## config.mk

```make
export PLATFORM = sky130hd
export DESIGN_NAME = irn_decode
export DESIGN_NICKNAME = d
export VERILOG_FILES = /design/src/design/irn_pkg.sv /design/src/design/irn_decode.sv /design/src/design/irn_op_match.sv
export SDC_FILE = /design/constraint.sdc
export NUM_CORES = 1
export LEC_CHECK = 0
export ABC_AREA = 1
export BUFFER_PORTS_ARGS = -buffer_cell sky130_fd_sc_hd__buf_4
export CAP_MARGIN = 20
export CELL_PAD_IN_SITES_DETAIL_PLACEMENT = 0
export CELL_PAD_IN_SITES_GLOBAL_PLACEMENT = 2
export CORE_AREA = 2 2 85 46
export DETAILED_ROUTE_END_ITERATION = 8
export DIE_AREA = 0 0 87 48
export HOLD_SLACK_MARGIN = 0.02
export PLACE_DENSITY = 0.9
export SETUP_SLACK_MARGIN = 0.2
export SLEW_MARGIN = 20
export SYNTH_ARGS = -nofsm -noshare
export SYNTH_HDL_FRONTEND = slang
export SYNTH_SLANG_ARGS = --single-unit
```

## constraint.sdc

```tcl
create_clock -name ref_clk -period 2.2 [get_ports ref_clk]
set_input_delay 0.22 -clock ref_clk [delete_from_list [all_inputs] [get_ports ref_clk]]
set_output_delay 0.22 -clock ref_clk [all_outputs]
set_load 0.02 [all_outputs]
```

## src/design/irn_pkg.sv

```systemverilog
package irn_pkg;

  // ---------------------------------------------------------------
  // Instruction encodings
  // ---------------------------------------------------------------
  localparam int InstrWidth = 14;
  localparam int PcWidth = 13;
  localparam logic [13:0] RET_INT_CODE = 14'h0009;
  localparam logic [13:0] NOP_MASK = 14'h3f9f;
  localparam logic [13:0] NOP_CODE = 14'h0000;

  // ---------------------------------------------------------------
  // Interrupt control register layout
  // ---------------------------------------------------------------
  localparam int INT_ENABLE_BIT = 7;

  // ---------------------------------------------------------------
  // Timing
  // ---------------------------------------------------------------
  localparam int RET_INT_CYCLES = 2;

  typedef enum logic [1:0] {
    IRN_EXEC = 2'h1,
    IRN_FLUSH = 2'h2
  } irn_state_type;

endpackage

```

## src/design/irn_decode.sv

```systemverilog
`timescale 1ns/10ps
module irn_decode
(
  input wire logic ref_clk,
  input wire logic reset_n,
  input wire logic instrValid,
  input wire logic [irn_pkg::InstrWidth-1:0] instrWord,
  input wire logic [irn_pkg::PcWidth-1:0] returnStackTop,
  output logic stackPop,
  output logic pcLoad,
  output logic [irn_pkg::PcWidth-1:0] pcLoadValue,
  output logic pcIncrement,
  output logic fetchFlush,
  output logic globalIntEnableSet,
  output logic nopSeen
);
  import irn_pkg::*;

  irn_state_type state_ff;
  irn_state_type nxt_state;
  logic isRetInt;
  logic isNop;
  logic retExec;
  logic [PcWidth-1:0] pcLoadValue_ff;
  logic pcLoad_ff;
  logic intEnableSet_ff;
  logic [1:0] retCycleCount_ff;

  // A return starts its count at one and must stand at its full length once
  // the flush cycle has passed.
  localparam logic [1:0] RetCycleFirst = 2'h1;
  localparam logic [1:0] RetCycleTarget = 2'(RET_INT_CYCLES);

  irn_op_match u_match
  (
    .instrWord(instrWord),
    .isRetInt(isRetInt),
    .isNop(isNop)
  );

  // ---------------------------------------------------------------
  // Sequencing
  // ---------------------------------------------------------------
  // A valid word only executes outside the flush cycle; the pop and the
  // increment share this test so that they can never disagree on the slot.
  function automatic logic execSlot(input irn_state_type st, input logic valid);
    return (st == IRN_EXEC) && valid;
  endfunction

  // The word fetched behind an interrupt return is dead; the second cycle drops it.
  assign retExec = execSlot(state_ff, instrValid) && isRetInt;

  always_comb
  begin
    nxt_state = state_ff;
    case (state_ff)
      IRN_EXEC:
      begin
        if (retExec)
        begin
          nxt_state = IRN_FLUSH;
        end
      end
      IRN_FLUSH:
      begin
        nxt_state = IRN_EXEC;
      end
      default:
      begin
        nxt_state = IRN_EXEC;
      end
    endcase
  end

  always_ff @(posedge ref_clk or negedge reset_n)
  begin
    if (!reset_n)
    begin
      state_ff <= IRN_EXEC;
    end
    else
    begin
      state_ff <= nxt_state;
    end
  end

  // ---------------------------------------------------------------
  // Program counter and stack effects
  // ---------------------------------------------------------------
  assign stackPop = retExec;
  assign fetchFlush = (state_ff == IRN_FLUSH);
  // Idle and every other ordinary word only advance the counter.
  assign pcIncrement = execSlot(state_ff, instrValid) && !isRetInt;
  assign nopSeen = pcIncrement && isNop;

  always_ff @(posedge ref_clk or negedge reset_n)
  begin
    if (!reset_n)
    begin
      pcLoadValue_ff <= '0;
      pcLoad_ff <= 1'b0;
    end
    else
    begin
      pcLoad_ff <= retExec;
      if (retExec)
      begin
        pcLoadValue_ff <= returnStackTop;
      end
    end
  end

  // Only the enable bit is touched; arithmetic flags have no path here.
  always_ff @(posedge ref_clk or negedge reset_n)
  begin
    if (!reset_n)
    begin
      intEnableSet_ff <= 1'b0;
    end
    else
    begin
      intEnableSet_ff <= retExec;
    end
  end

  assign pcLoad = pcLoad_ff;
  assign pcLoadValue = pcLoadValue_ff;
  assign globalIntEnableSet = intEnableSet_ff;

  // ---------------------------------------------------------------
  // Return length tracking
  // ---------------------------------------------------------------
  // Only the checks read this count; it restarts on every return so that a
  // flush stretched by a stuck state would show up as an overlong count.
  always_ff @(posedge ref_clk or negedge reset_n)
  begin
    if (!reset_n)
    begin
      retCycleCount_ff <= '0;
    end
    else if (retExec)
    begin
      retCycleCount_ff <= RetCycleFirst;
    end
    else if (fetchFlush)
    begin
      retCycleCount_ff <= retCycleCount_ff + RetCycleFirst;
    end
    else
    begin
      retCycleCount_ff <= '0;
    end
  end
endmodule

```

## src/design/irn_op_match.sv

```systemverilog
`timescale 1ns/10ps
module irn_op_match
(
  input wire logic [irn_pkg::InstrWidth-1:0] instrWord,
  output logic isRetInt,
  output logic isNop
);
  import irn_pkg::*;

  // Two bits of the idle encoding are don't-care, so the idle match is masked.
  assign isRetInt = (instrWord == RET_INT_CODE);
  assign isNop = ((instrWord & NOP_MASK) == NOP_CODE);
endmodule

```

==> qor.csv, run 1 <==
stage,metric,value,unit
clock_tree,post_cts_resized,0,
die,dieArea,0.00418,mm2
clock_tree,clk_pin_slew,0.06,ns
global_routing,antenna_found_initial,0,
clock_tree,htreeDepth,1,
die,io_pins,49,
routing,vias,759,
global_routing,track_usage,0.101,
synthesis,synth_area,761,um2
synthesis,synthAdderAreaFrac,0,
synthesis,ys_warn_count,0,
power,leakage,0.685,nW
die,start_util,0.226,
cells_and_area,finalInstanceArea,0.00120,mm2
sta,setup_viol,0,
cells_and_area,syn2layout_area_growth,57.7,%
setup_path,r2r_slack,0.82,ns
routing,top_layer,met4,
synthesis,synth_top_family_by_area,simple AND/OR/NAND/NOR gates,
die,core,0.00336,mm2
global_routing,grt_pass1_vias,721,
global_routing,grt_first_pass_wirelength,3190,um
placed_design,place_congestion,0.630,
run_status,outcome,"complete, no violations",
global_routing,grt_start_max_net_pins,17,
synthesis,synth_cell_types,16,
routing,via_per_inst,4.29,
sta,fin_tns_setup,0,ns
clock_tree,cts_buffers,3,
routing,drc,0,
placed_design,place_area,0.00114,mm2
clock_tree,clock_sinks,16,
power,vdd_drop_max,169,uV
routing,met2RoutedLength,1040,um
sta,hold_viol,0,
synthesis,yosys_register_bits,16,
clock_tree,clock_path_buffers,2,
routing,routed_wl,1930,um
setup_path,crit_arrival,1.57,ns
sta,finalClockSkew,0.00969,ns
synthesis,synth-simple-area-share,0.400,
setup_path,path_class,register to primary output,
setup_path,required,1.98,ns
die,rows,15,
setup_path,cp_max_fo,16,
synthesis,synth_compound_area_frac,0,
clock_tree,cts_setup_buffers,0,
synthesis,synthXorXnorAreaFrac,0,
placed_design,hpwl,1570,um
die,die_w,87,um
global_routing,grt_overflow,0,
clock_tree,hold_buffers,1,
clock_tree,insertion_delay,0.25,ns
setup_path,cp-end-kind,primary output,
placed_design,port_buffers,48,
synthesis,avgSynthCellArea,8.85,um2
sta,rsz0062_at_grt,false,
sta,worst_slew_pin_slew,0.382,ns
clock_tree,tritoncts,yes,
routing,dr_wl_met3,106,um
setup_path,cp-start-kind,register,
sta,fmax,0.560,GHz
sta,finalMaxSlewViolations,0,
min_path,hp-class,input pin to register,
sta,relSlewSlack,0.745,
synthesis,syn-instance-count,86,
power,powerDensity,486,mW/mm2
sta,fin_crit_sh,0.812,
power,finalPower,0.583,mW
routing,avgRoutedWirePerCell,10.9,um
die,die_y,48,um
routing,ant_nets,0,
routing,firstDrtPassIters,3,
routing,drt-initial-drc-count,26,
cells_and_area,n_antenna_cell,0,
job,maxCapViolCount,0,
clock_tree,root_buffer,clkbuf_8,
sta,min_period,1.79,ns
cells_and_area,fin_nets,166,
synthesis,yosysSeqAreaShare,0.528,
synthesis,synthMuxAreaShare,0,
cells_and_area,drive_above_1_share,0.444,
synthesis,syn-num-nets,116,
routing,drt-met1-wl,771,um
-- Yosys cell counts (all sizes together) --
library cell	count	area share
buf	5	0.048
dfrtp	15	0.49
dfstp	1	0.035
inv	5	0.025
nand2	34	0.17
nand3	1	0.023
nand4	13	0.11
nor2	10	0.084
nor3	1	0.0066
or2	1	0.012
-- critical path, cell delays in order (launching register included) --
cell	delay, ns
dfstp_2	0.52
nand2_1	0.06
nor2_2	0.26
nand3_4	0.23
inv_2	0.11
buf_4	0.14
-- flip-flops by register name, summed over array words and instances, names as in the netlist --
name	flops
state_ff	2
pcLoadValue	13
globalIntEnableSet	1
-- kinds of logic after synthesis --
logic type,count (synthesis)
flops,16
simple gates,60
buf+inv,10
-- through the flow --
step | util | hold WS [ns] | std cells | worst slack [ns]
5_1_grt | 0.357 | 0.220 | 177 | 0.279
2_1_floorplan | - | -0.0756 | 86 | 0.624
4_1_cts | 0.357 | 0.222 | 177 | 0.391
3_5_place_dp | 0.341 | 0.0869 | 172 | 0.591
3_3_place_gp | 0.341 | 0.0852 | 172 | 0.622
6_report | 0.357 | 0.223 | 177 | 0.413
-- cells in the final DEF (no fill, tap or decap), types with 2 or more instances in the layout --
cell type / instances
buf_4: 49
inv_1: 3
nor2_1: 7
clkbuf_8: 3
dfrtp_1: 15
inv_2: 2
nand4_1: 13
nand2_1: 34
-- power by group --
| part | leakage [nW] | internal [mW] | switching [mW] |
|---|---|---|---|
| sequential | 0.220 | 0.295 | 0.000156 |
| combinational | 0.442 | 0.0402 | 0.0272 |
| clock | 0.0228 | 0.128 | 0.0925 |
| total | 0.685 | 0.463 | 0.120 |
-- path summary, 6_finish.rpt --
check | from | to | depth (start not counted)
setup / recovery | state_ff[0] | stackPop | 5
hold / removal | returnStackTop[11] | pcLoadValue[11] | 3
setup reg to reg | state_ff[0] | pcLoadValue[4] | 5
hold reg to reg | pcLoadValue[5] | pcLoadValue[5] | 2
max in group asynchronous | reset_n | state_ff[0] | 2
min in group asynchronous | reset_n | pcLoadValue[11] | 2
-- metal layers --
layer | vias to the layer above | global-route usage
met5 | - | 0
met3 | 2 | 0.0414
li1 | 381 | -
met2 | 11 | 0.192
met1 | 365 | 0.108
met4 | 0 | 0.0281
-- cell type report --
cell class,count,area (um2)
Clock buffer,4,45.0
Fill cell,347,2160
Inverter,5,18.8
Multi-Input combinational cell,60,304
Sequential cell,16,402
Tap cell,42,52.6
Timing Repair Buffer,50,378
Note: power is estimated with default switching activity, not from simulation.
==> run 2, diff against run 1 <==
CORE_AREA = 2 2 89 48   (was 2 2 85 46)
DIE_AREA = 0 0 91 50   (was 0 0 87 48)
PLACE_DENSITY = 0.84   (was 0.9)
clock period = 1.8 ns   (was 2.2 ns; I/O delays follow)
==> qor.csv, run 2 (synthesis results as in run 1) <==
stage,metric,value,unit,change
setup_path,cp-start-kind,register,,
sta,finalClockSkew,0.00343,ns,-0.00626 ns
setup_path,r2r_slack,0.44,ns,-0.38 ns
die,start_util,0.202,,-0.0243
routing,routed_wl,2170,um,+12%
cells_and_area,final_cell_mix,"buf_4, nand2_1, dfrtp_1",,
clock_tree,htreeDepth,1,,unchanged
sta,fin_crit_sh,0.848,,
cells_and_area,fin_nets,173,,+4.2%
setup_path,cp_top_family,flip-flops,,
die,rows,16,,+1
cells_and_area,drive_above_1_share,0.486,,+0.0415
sta,setup_viol,0,,unchanged
setup_path,cp_max_fo,4,,-12
sta,min_period,1.53,ns,
placed_design,dp.cells,185,,+7.6%
clock_tree,root_buffer,clkbuf_8,,
clock_tree,cts_buffers,3,,unchanged
sta,fin_tns_setup,0,ns,unchanged
setup_path,r2r_cells,7,,+2
die,dieArea,0.00455,mm2,+9.0%
setup_path,cp-endpoint,nopSeen,,
routing,avgRoutedWirePerCell,11.1,um,+1.2%
global_routing,grt_first_pass_wirelength,3540,um,+11%
setup_path,path_class,register to primary output,,
sta,relSlewSlack,0.832,,+0.0874
clock_tree,clk_pin_slew,0.06,ns,about the same
global_routing,track_usage,0.105,,+0.00414
routing,firstDrtPassIters,4,,+1
routing,drc,0,,unchanged
sta,fmax,0.655,GHz,
clock_tree,clock_path_buffers,2,,unchanged
clock_tree,tritoncts,yes,,
global_routing,antenna_found_initial,0,,unchanged
cells_and_area,ff_latch_area,402,um2,unchanged
setup_path,r2r_start,state_ff[0],,
power,leakage,0.719,nW,+5.1%
routing,via_per_inst,3.92,,-8.5%
placed_design,place_area,0.00117,mm2,+2.0%
placed_design,port_buffers,48,,unchanged
cells_and_area,num-fill-cells,432,,+24%
sta,hold_viol,0,,unchanged
setup_path,crit_path_start,state_ff[0],,
routing,drt-initial-drc-count,9,,-65%
placed_design,hpwl,1730,um,+10%
sta,setup_slack,0.274,ns,-0.139 ns
cells_and_area,n_antenna_cell,0,,unchanged
run_status,outcome,"complete, no violations",,
die,die_w,91,um,+4.6%
power,powerDensity,567,mW/mm2,+17%
setup_path,cp-end-kind,primary output,,
setup_path,critPathSlowestCell,dfstp_2,,
global_routing,grt_overflow,0,,unchanged
placed_design,pre_cts_ws,0.293,ns,-0.298 ns
power,vdd_drop_max,173,uV,+2.3%
setup_path,slowest_delay,0.52,ns,about the same
setup_path,required,1.62,ns,-0.36 ns
setup_path,cp.buffers_inverters,1,,-1
cells_and_area,syn2layout_area_growth,68.4,%,
sta,rsz0062_at_grt,false,,
setup_path,crit_arrival,1.35,ns,-0.22 ns
placed_design,place_congestion,0.722,,+15%
sta,worst_slew_pin_slew,0.252,ns,-0.130 ns
die,die_y,50,um,+4.2%
routing,vias,769,,+1.3%
die,core,0.00376,mm2,+12%
cells_and_area,multi_input_area,314,um2,+3.3%
global_routing,grt_start_max_net_pins,17,,unchanged
global_routing,grt_pass1_vias,749,,+3.9%
cells_and_area,fin_cells,196,,+11%
setup_path,path_cells,"nand2_1, nor2_4, nand2_2, nor2_2, buf_6",,
sta,timing.hold.ws,0.181,ns,-0.0425 ns
setup_path,rr_endpoint,pcLoadValue[10],,
clock_tree,clock_sinks,16,,unchanged
clock_tree,insertion_delay,0.25,ns,about the same
routing,ant_nets,0,,unchanged
sta,finalMaxSlewViolations,0,,unchanged
setup_path,cp.depth,5,,unchanged
cells_and_area,largest_reg_flops,13,,unchanged
die,io_pins,49,,unchanged
job,maxCapViolCount,0,,unchanged
cells_and_area,finalInstanceArea,0.00128,mm2,+6.8%
cells_and_area,mostFrequentLayoutCell,buf_4,,
min_path,hp-class,input pin to register,,
[run 2: tightest hold or removal path: stages]
cell and delay, ns:
buf_4 0.08, nand4_1 0.08, nand2_1 0.06
[run 2: worst min-delay path by stage]
stage	from	to	slack (ns)	cells past startpoint
after global routing	returnStackTop[8]	pcLoadValue[8]	0.19	3
after floorplan	reset_n	globalIntEnableSet	-0.12	0
after detailed placement	reset_n	pcLoadValue[12]	0.05	1
final	returnStackTop[9]	pcLoadValue[9]	0.18	3
after global placement	reset_n	pcLoadValue[12]	0.05	1
after CTS	returnStackTop[9]	pcLoadValue[9]	0.18	3
[run 2: cell type report]
type | count | share of cell area
Clock buffer | 4 | 0.0352
Inverter | 5 | 0.0146
Multi-Input combinational cell | 60 | 0.245
Sequential cell | 16 | 0.313
Tap cell | 54 | 0.0527
Timing Repair Buffer | 57 | 0.339
[run 2: where the power goes]
group	total, mW	internal, mW	leakage [nW]	switching, mW
Sequential	0.361	0.360	0.220	0.000224
Clock	0.272	0.157	0.0228	0.115
Combinational	0.0933	0.0570	0.476	0.0364
Total	0.726	0.574	0.719	0.152
[run 2: timing repair]
item | in CTS | in global routing
pin swaps | 1 | 2
setup endpoints to repair | 3 | 3
buffers inserted | 1 | 5
gates resized for setup | 1 | 3
hold buffers | 1 | 0
endpoints found under the hold margin | 16 | 0
[run 2: metrics by stage]
step | power, mW | utilization
after CTS | 0.728 | 0.328
after global routing | 0.761 | 0.340
final | 0.726 | 0.340
after floorplan | 0.387 | -
after global placement | 0.448 | 0.310
after detailed placement | 0.450 | 0.310
[run 2: routing by layer]
layer	part of all wire	up-vias	global-route usage
met5	0	-	0
li1	-	391	-
met2	0.46	25	0.160
met3	0.083	5	0.0520
met1	0.44	348	0.129
met4	0.012	0	0.0379
==> run 3, diff against run 2 <==
CORE_AREA = 2 2 93 50   (was 2 2 89 48)
DIE_AREA = 0 0 95 52   (was 0 0 91 50)
PLACE_DENSITY = 0.81   (was 0.84)
clock period = 1.3 ns   (was 1.8 ns; I/O delays follow)
==> qor.csv, run 3 (synthesis results as in run 1) <==
stage,metric,value,unit,change
setup_path,r2r_start,state_ff[0],,
sta,timing.hold.ws,0.133,ns,-0.0479 ns
cells_and_area,n_antenna_cell,0,,unchanged
routing,routed_wl,2330,um,+7.4%
global_routing,grt_start_max_net_pins,17,,unchanged
cells_and_area,syn2layout_area_growth,93.7,%,
setup_path,rr_endpoint,pcLoadValue[3],,
setup_path,cp_max_fo,3,,-1
cells_and_area,fin_nets,177,,+2.3%
setup_path,crit_arrival,1.36,ns,about the same
setup_path,path_class,register to primary output,,
cells_and_area,largest_reg_flops,13,,unchanged
routing,firstDrtPassIters,4,,unchanged
clock_tree,clk_pin_slew,0.06,ns,about the same
routing,drt-initial-drc-count,26,,+17
setup_path,crit_path_start,state_ff[0],,
placed_design,place_congestion,0.680,,-5.7%
sta,rsz0062_at_grt,true,,
sta,hold_viol,0,,unchanged
clock_tree,htreeDepth,1,,unchanged
setup_path,required,1.17,ns,-0.45 ns
routing,drc,0,,unchanged
cells_and_area,utilization,0.352,,+0.0113
setup_path,r2r_slack,-0.07,ns,-0.51 ns
clock_tree,clock_sinks,16,,unchanged
cells_and_area,final_cell_mix,"buf_4, nand2_1, dfrtp_1",,
die,rows,17,,+1
sta,min_period,1.49,ns,
setup_path,cp-end-kind,primary output,,
clock_tree,insertion_delay,0.25,ns,about the same
sta,fmax,0.669,GHz,
sta,fin_crit_sh,1.15,,
power,finalPower,1.07,mW,+47%
die,io_pins,49,,unchanged
cells_and_area,drive_above_1_share,0.637,,+0.151
sta,setup_viol,16,,+16
sta,setup_slack,-0.194,ns,-0.468 ns
routing,avgRoutedWirePerCell,11.5,um,+3.7%
placed_design,hpwl,1800,um,+4.3%
setup_path,cp-endpoint,nopSeen,,
routing,ant_nets,0,,unchanged
sta,worst_slew_pin_slew,0.200,ns,-0.0518 ns
power,powerDensity,723,mW/mm2,+28%
run_status,outcome,finished with violations,,
clock_tree,tritoncts,yes,,
die,start_util,0.182,,-0.0206
setup_path,cp-start-kind,register,,
run_status,violations,negative setup slack,,
routing,via_per_inst,3.96,,+0.95%
sta,finalClockSkew,0.000828,ns,-0.00260 ns
cells_and_area,mostFrequentLayoutCell,buf_4,,
clock_tree,clock_path_buffers,2,,unchanged
clock_tree,root_buffer,clkbuf_8,,
power,vdd_drop_max,281,uV,+62%
global_routing,grt_pass1_vias,800,,+6.8%
die,die_w,95,um,+4.4%
routing,vias,804,,+4.6%
job,maxCapViolCount,0,,unchanged
global_routing,grt_first_pass_wirelength,3810,um,+7.6%
sta,relSlewSlack,0.867,,+0.0345
die,dieArea,0.00494,mm2,+8.6%
die,die_y,52,um,+4.0%
global_routing,grt_overflow,0,,unchanged
global_routing,track_usage,0.106,,+0.000736
power,leakage,0.777,nW,+8.1%
sta,finalMaxSlewViolations,0,,unchanged
min_path,holdCritStartpoint,returnStackTop[10],,
placed_design,port_buffers,48,,unchanged
min_path,hp-class,input pin to register,,
global_routing,antenna_found_initial,0,,unchanged
die,core,0.00419,mm2,+11%
setup_path,r2r_cells,7,,unchanged
clock_tree,cts_buffers,3,,unchanged
## run 3: cell types whose count changed in the layout (fill, tap and decap cells not counted), moves of 2 or more
cell / delta
buf_12: +2
nor2_4: +2
buf_4: -4
nand2_1: -17
nand2_4: +5
nand2_2: +12
buf_6: +5
## run 3: metrics by stage
stage | setup TNS, ns | cells | worst slack (ns) | area [um2]
6_report | -1.20 | 203 | -0.194 | 1470
5_1_grt | -2.00 | 203 | -0.250 | 1470
4_1_cts | -0.607 | 200 | -0.199 | 1400
3_5_place_dp | -0.0470 | 192 | -0.0470 | 1240
3_3_place_gp | -0.0290 | 192 | -0.0290 | 1240
2_1_floorplan | 0 | 86 | 0.0584 | 795
## run 3: metal layers
layer | track usage | up-vias | part of all wire
li1 | - | 400 | -
met1 | 0.141 | 372 | 0.47
met2 | 0.165 | 27 | 0.47
met3 | 0.0348 | 5 | 0.049
met4 | 0.0290 | 0 | 0.0099
met5 | 0 | - | 0
## run 3: worst min path at each step
stage                     cells after the start  slack, ns                  to
after floorplan                               0      -0.17  globalIntEnableSet
after global placement                        1     -0.002  globalIntEnableSet
after detailed placement                      1   -0.00007     pcLoadValue[11]
after CTS                                     3       0.13      pcLoadValue[1]
after global routing                          3       0.14     pcLoadValue[10]
final                                         3       0.13     pcLoadValue[10]
## run 3: layout make-up
class,count,area [um2]
Clock buffer,4,55.1
Fill cell,432,2720
Inverter,5,23.8
Multi-Input combinational cell,60,394
Sequential cell,16,402
Tap cell,57,71.3
Timing Repair Buffer,61,528
## run 3: power breakdown
part / leakage (nW) / switching [mW] / total, mW / internal, mW
Sequential: 0.220 / 0.000448 / 0.499 / 0.499
Clock: 0.0288 / 0.168 / 0.437 / 0.269
Combinational: 0.528 / 0.0508 / 0.130 / 0.0794
Total: 0.777 / 0.220 / 1.07 / 0.847
## run 3: worst max-delay path: stages (launching register included)
cell,delay [ns]
dfstp_2,0.54
nand2_2,0.06
nor2_4,0.15
buf_12,0.12
nand2_4,0.05
nor2_4,0.08
buf_6,0.12
## run 3: what timing repair did
action,4_1_cts,5_1_grt
pin swaps,6,2
setup buffers,2,3
gates cloned,1,0
resized for setup,19,14
hold buffers,1,0
endpoints found under the hold margin,16,0
setup endpoints to repair,20,19
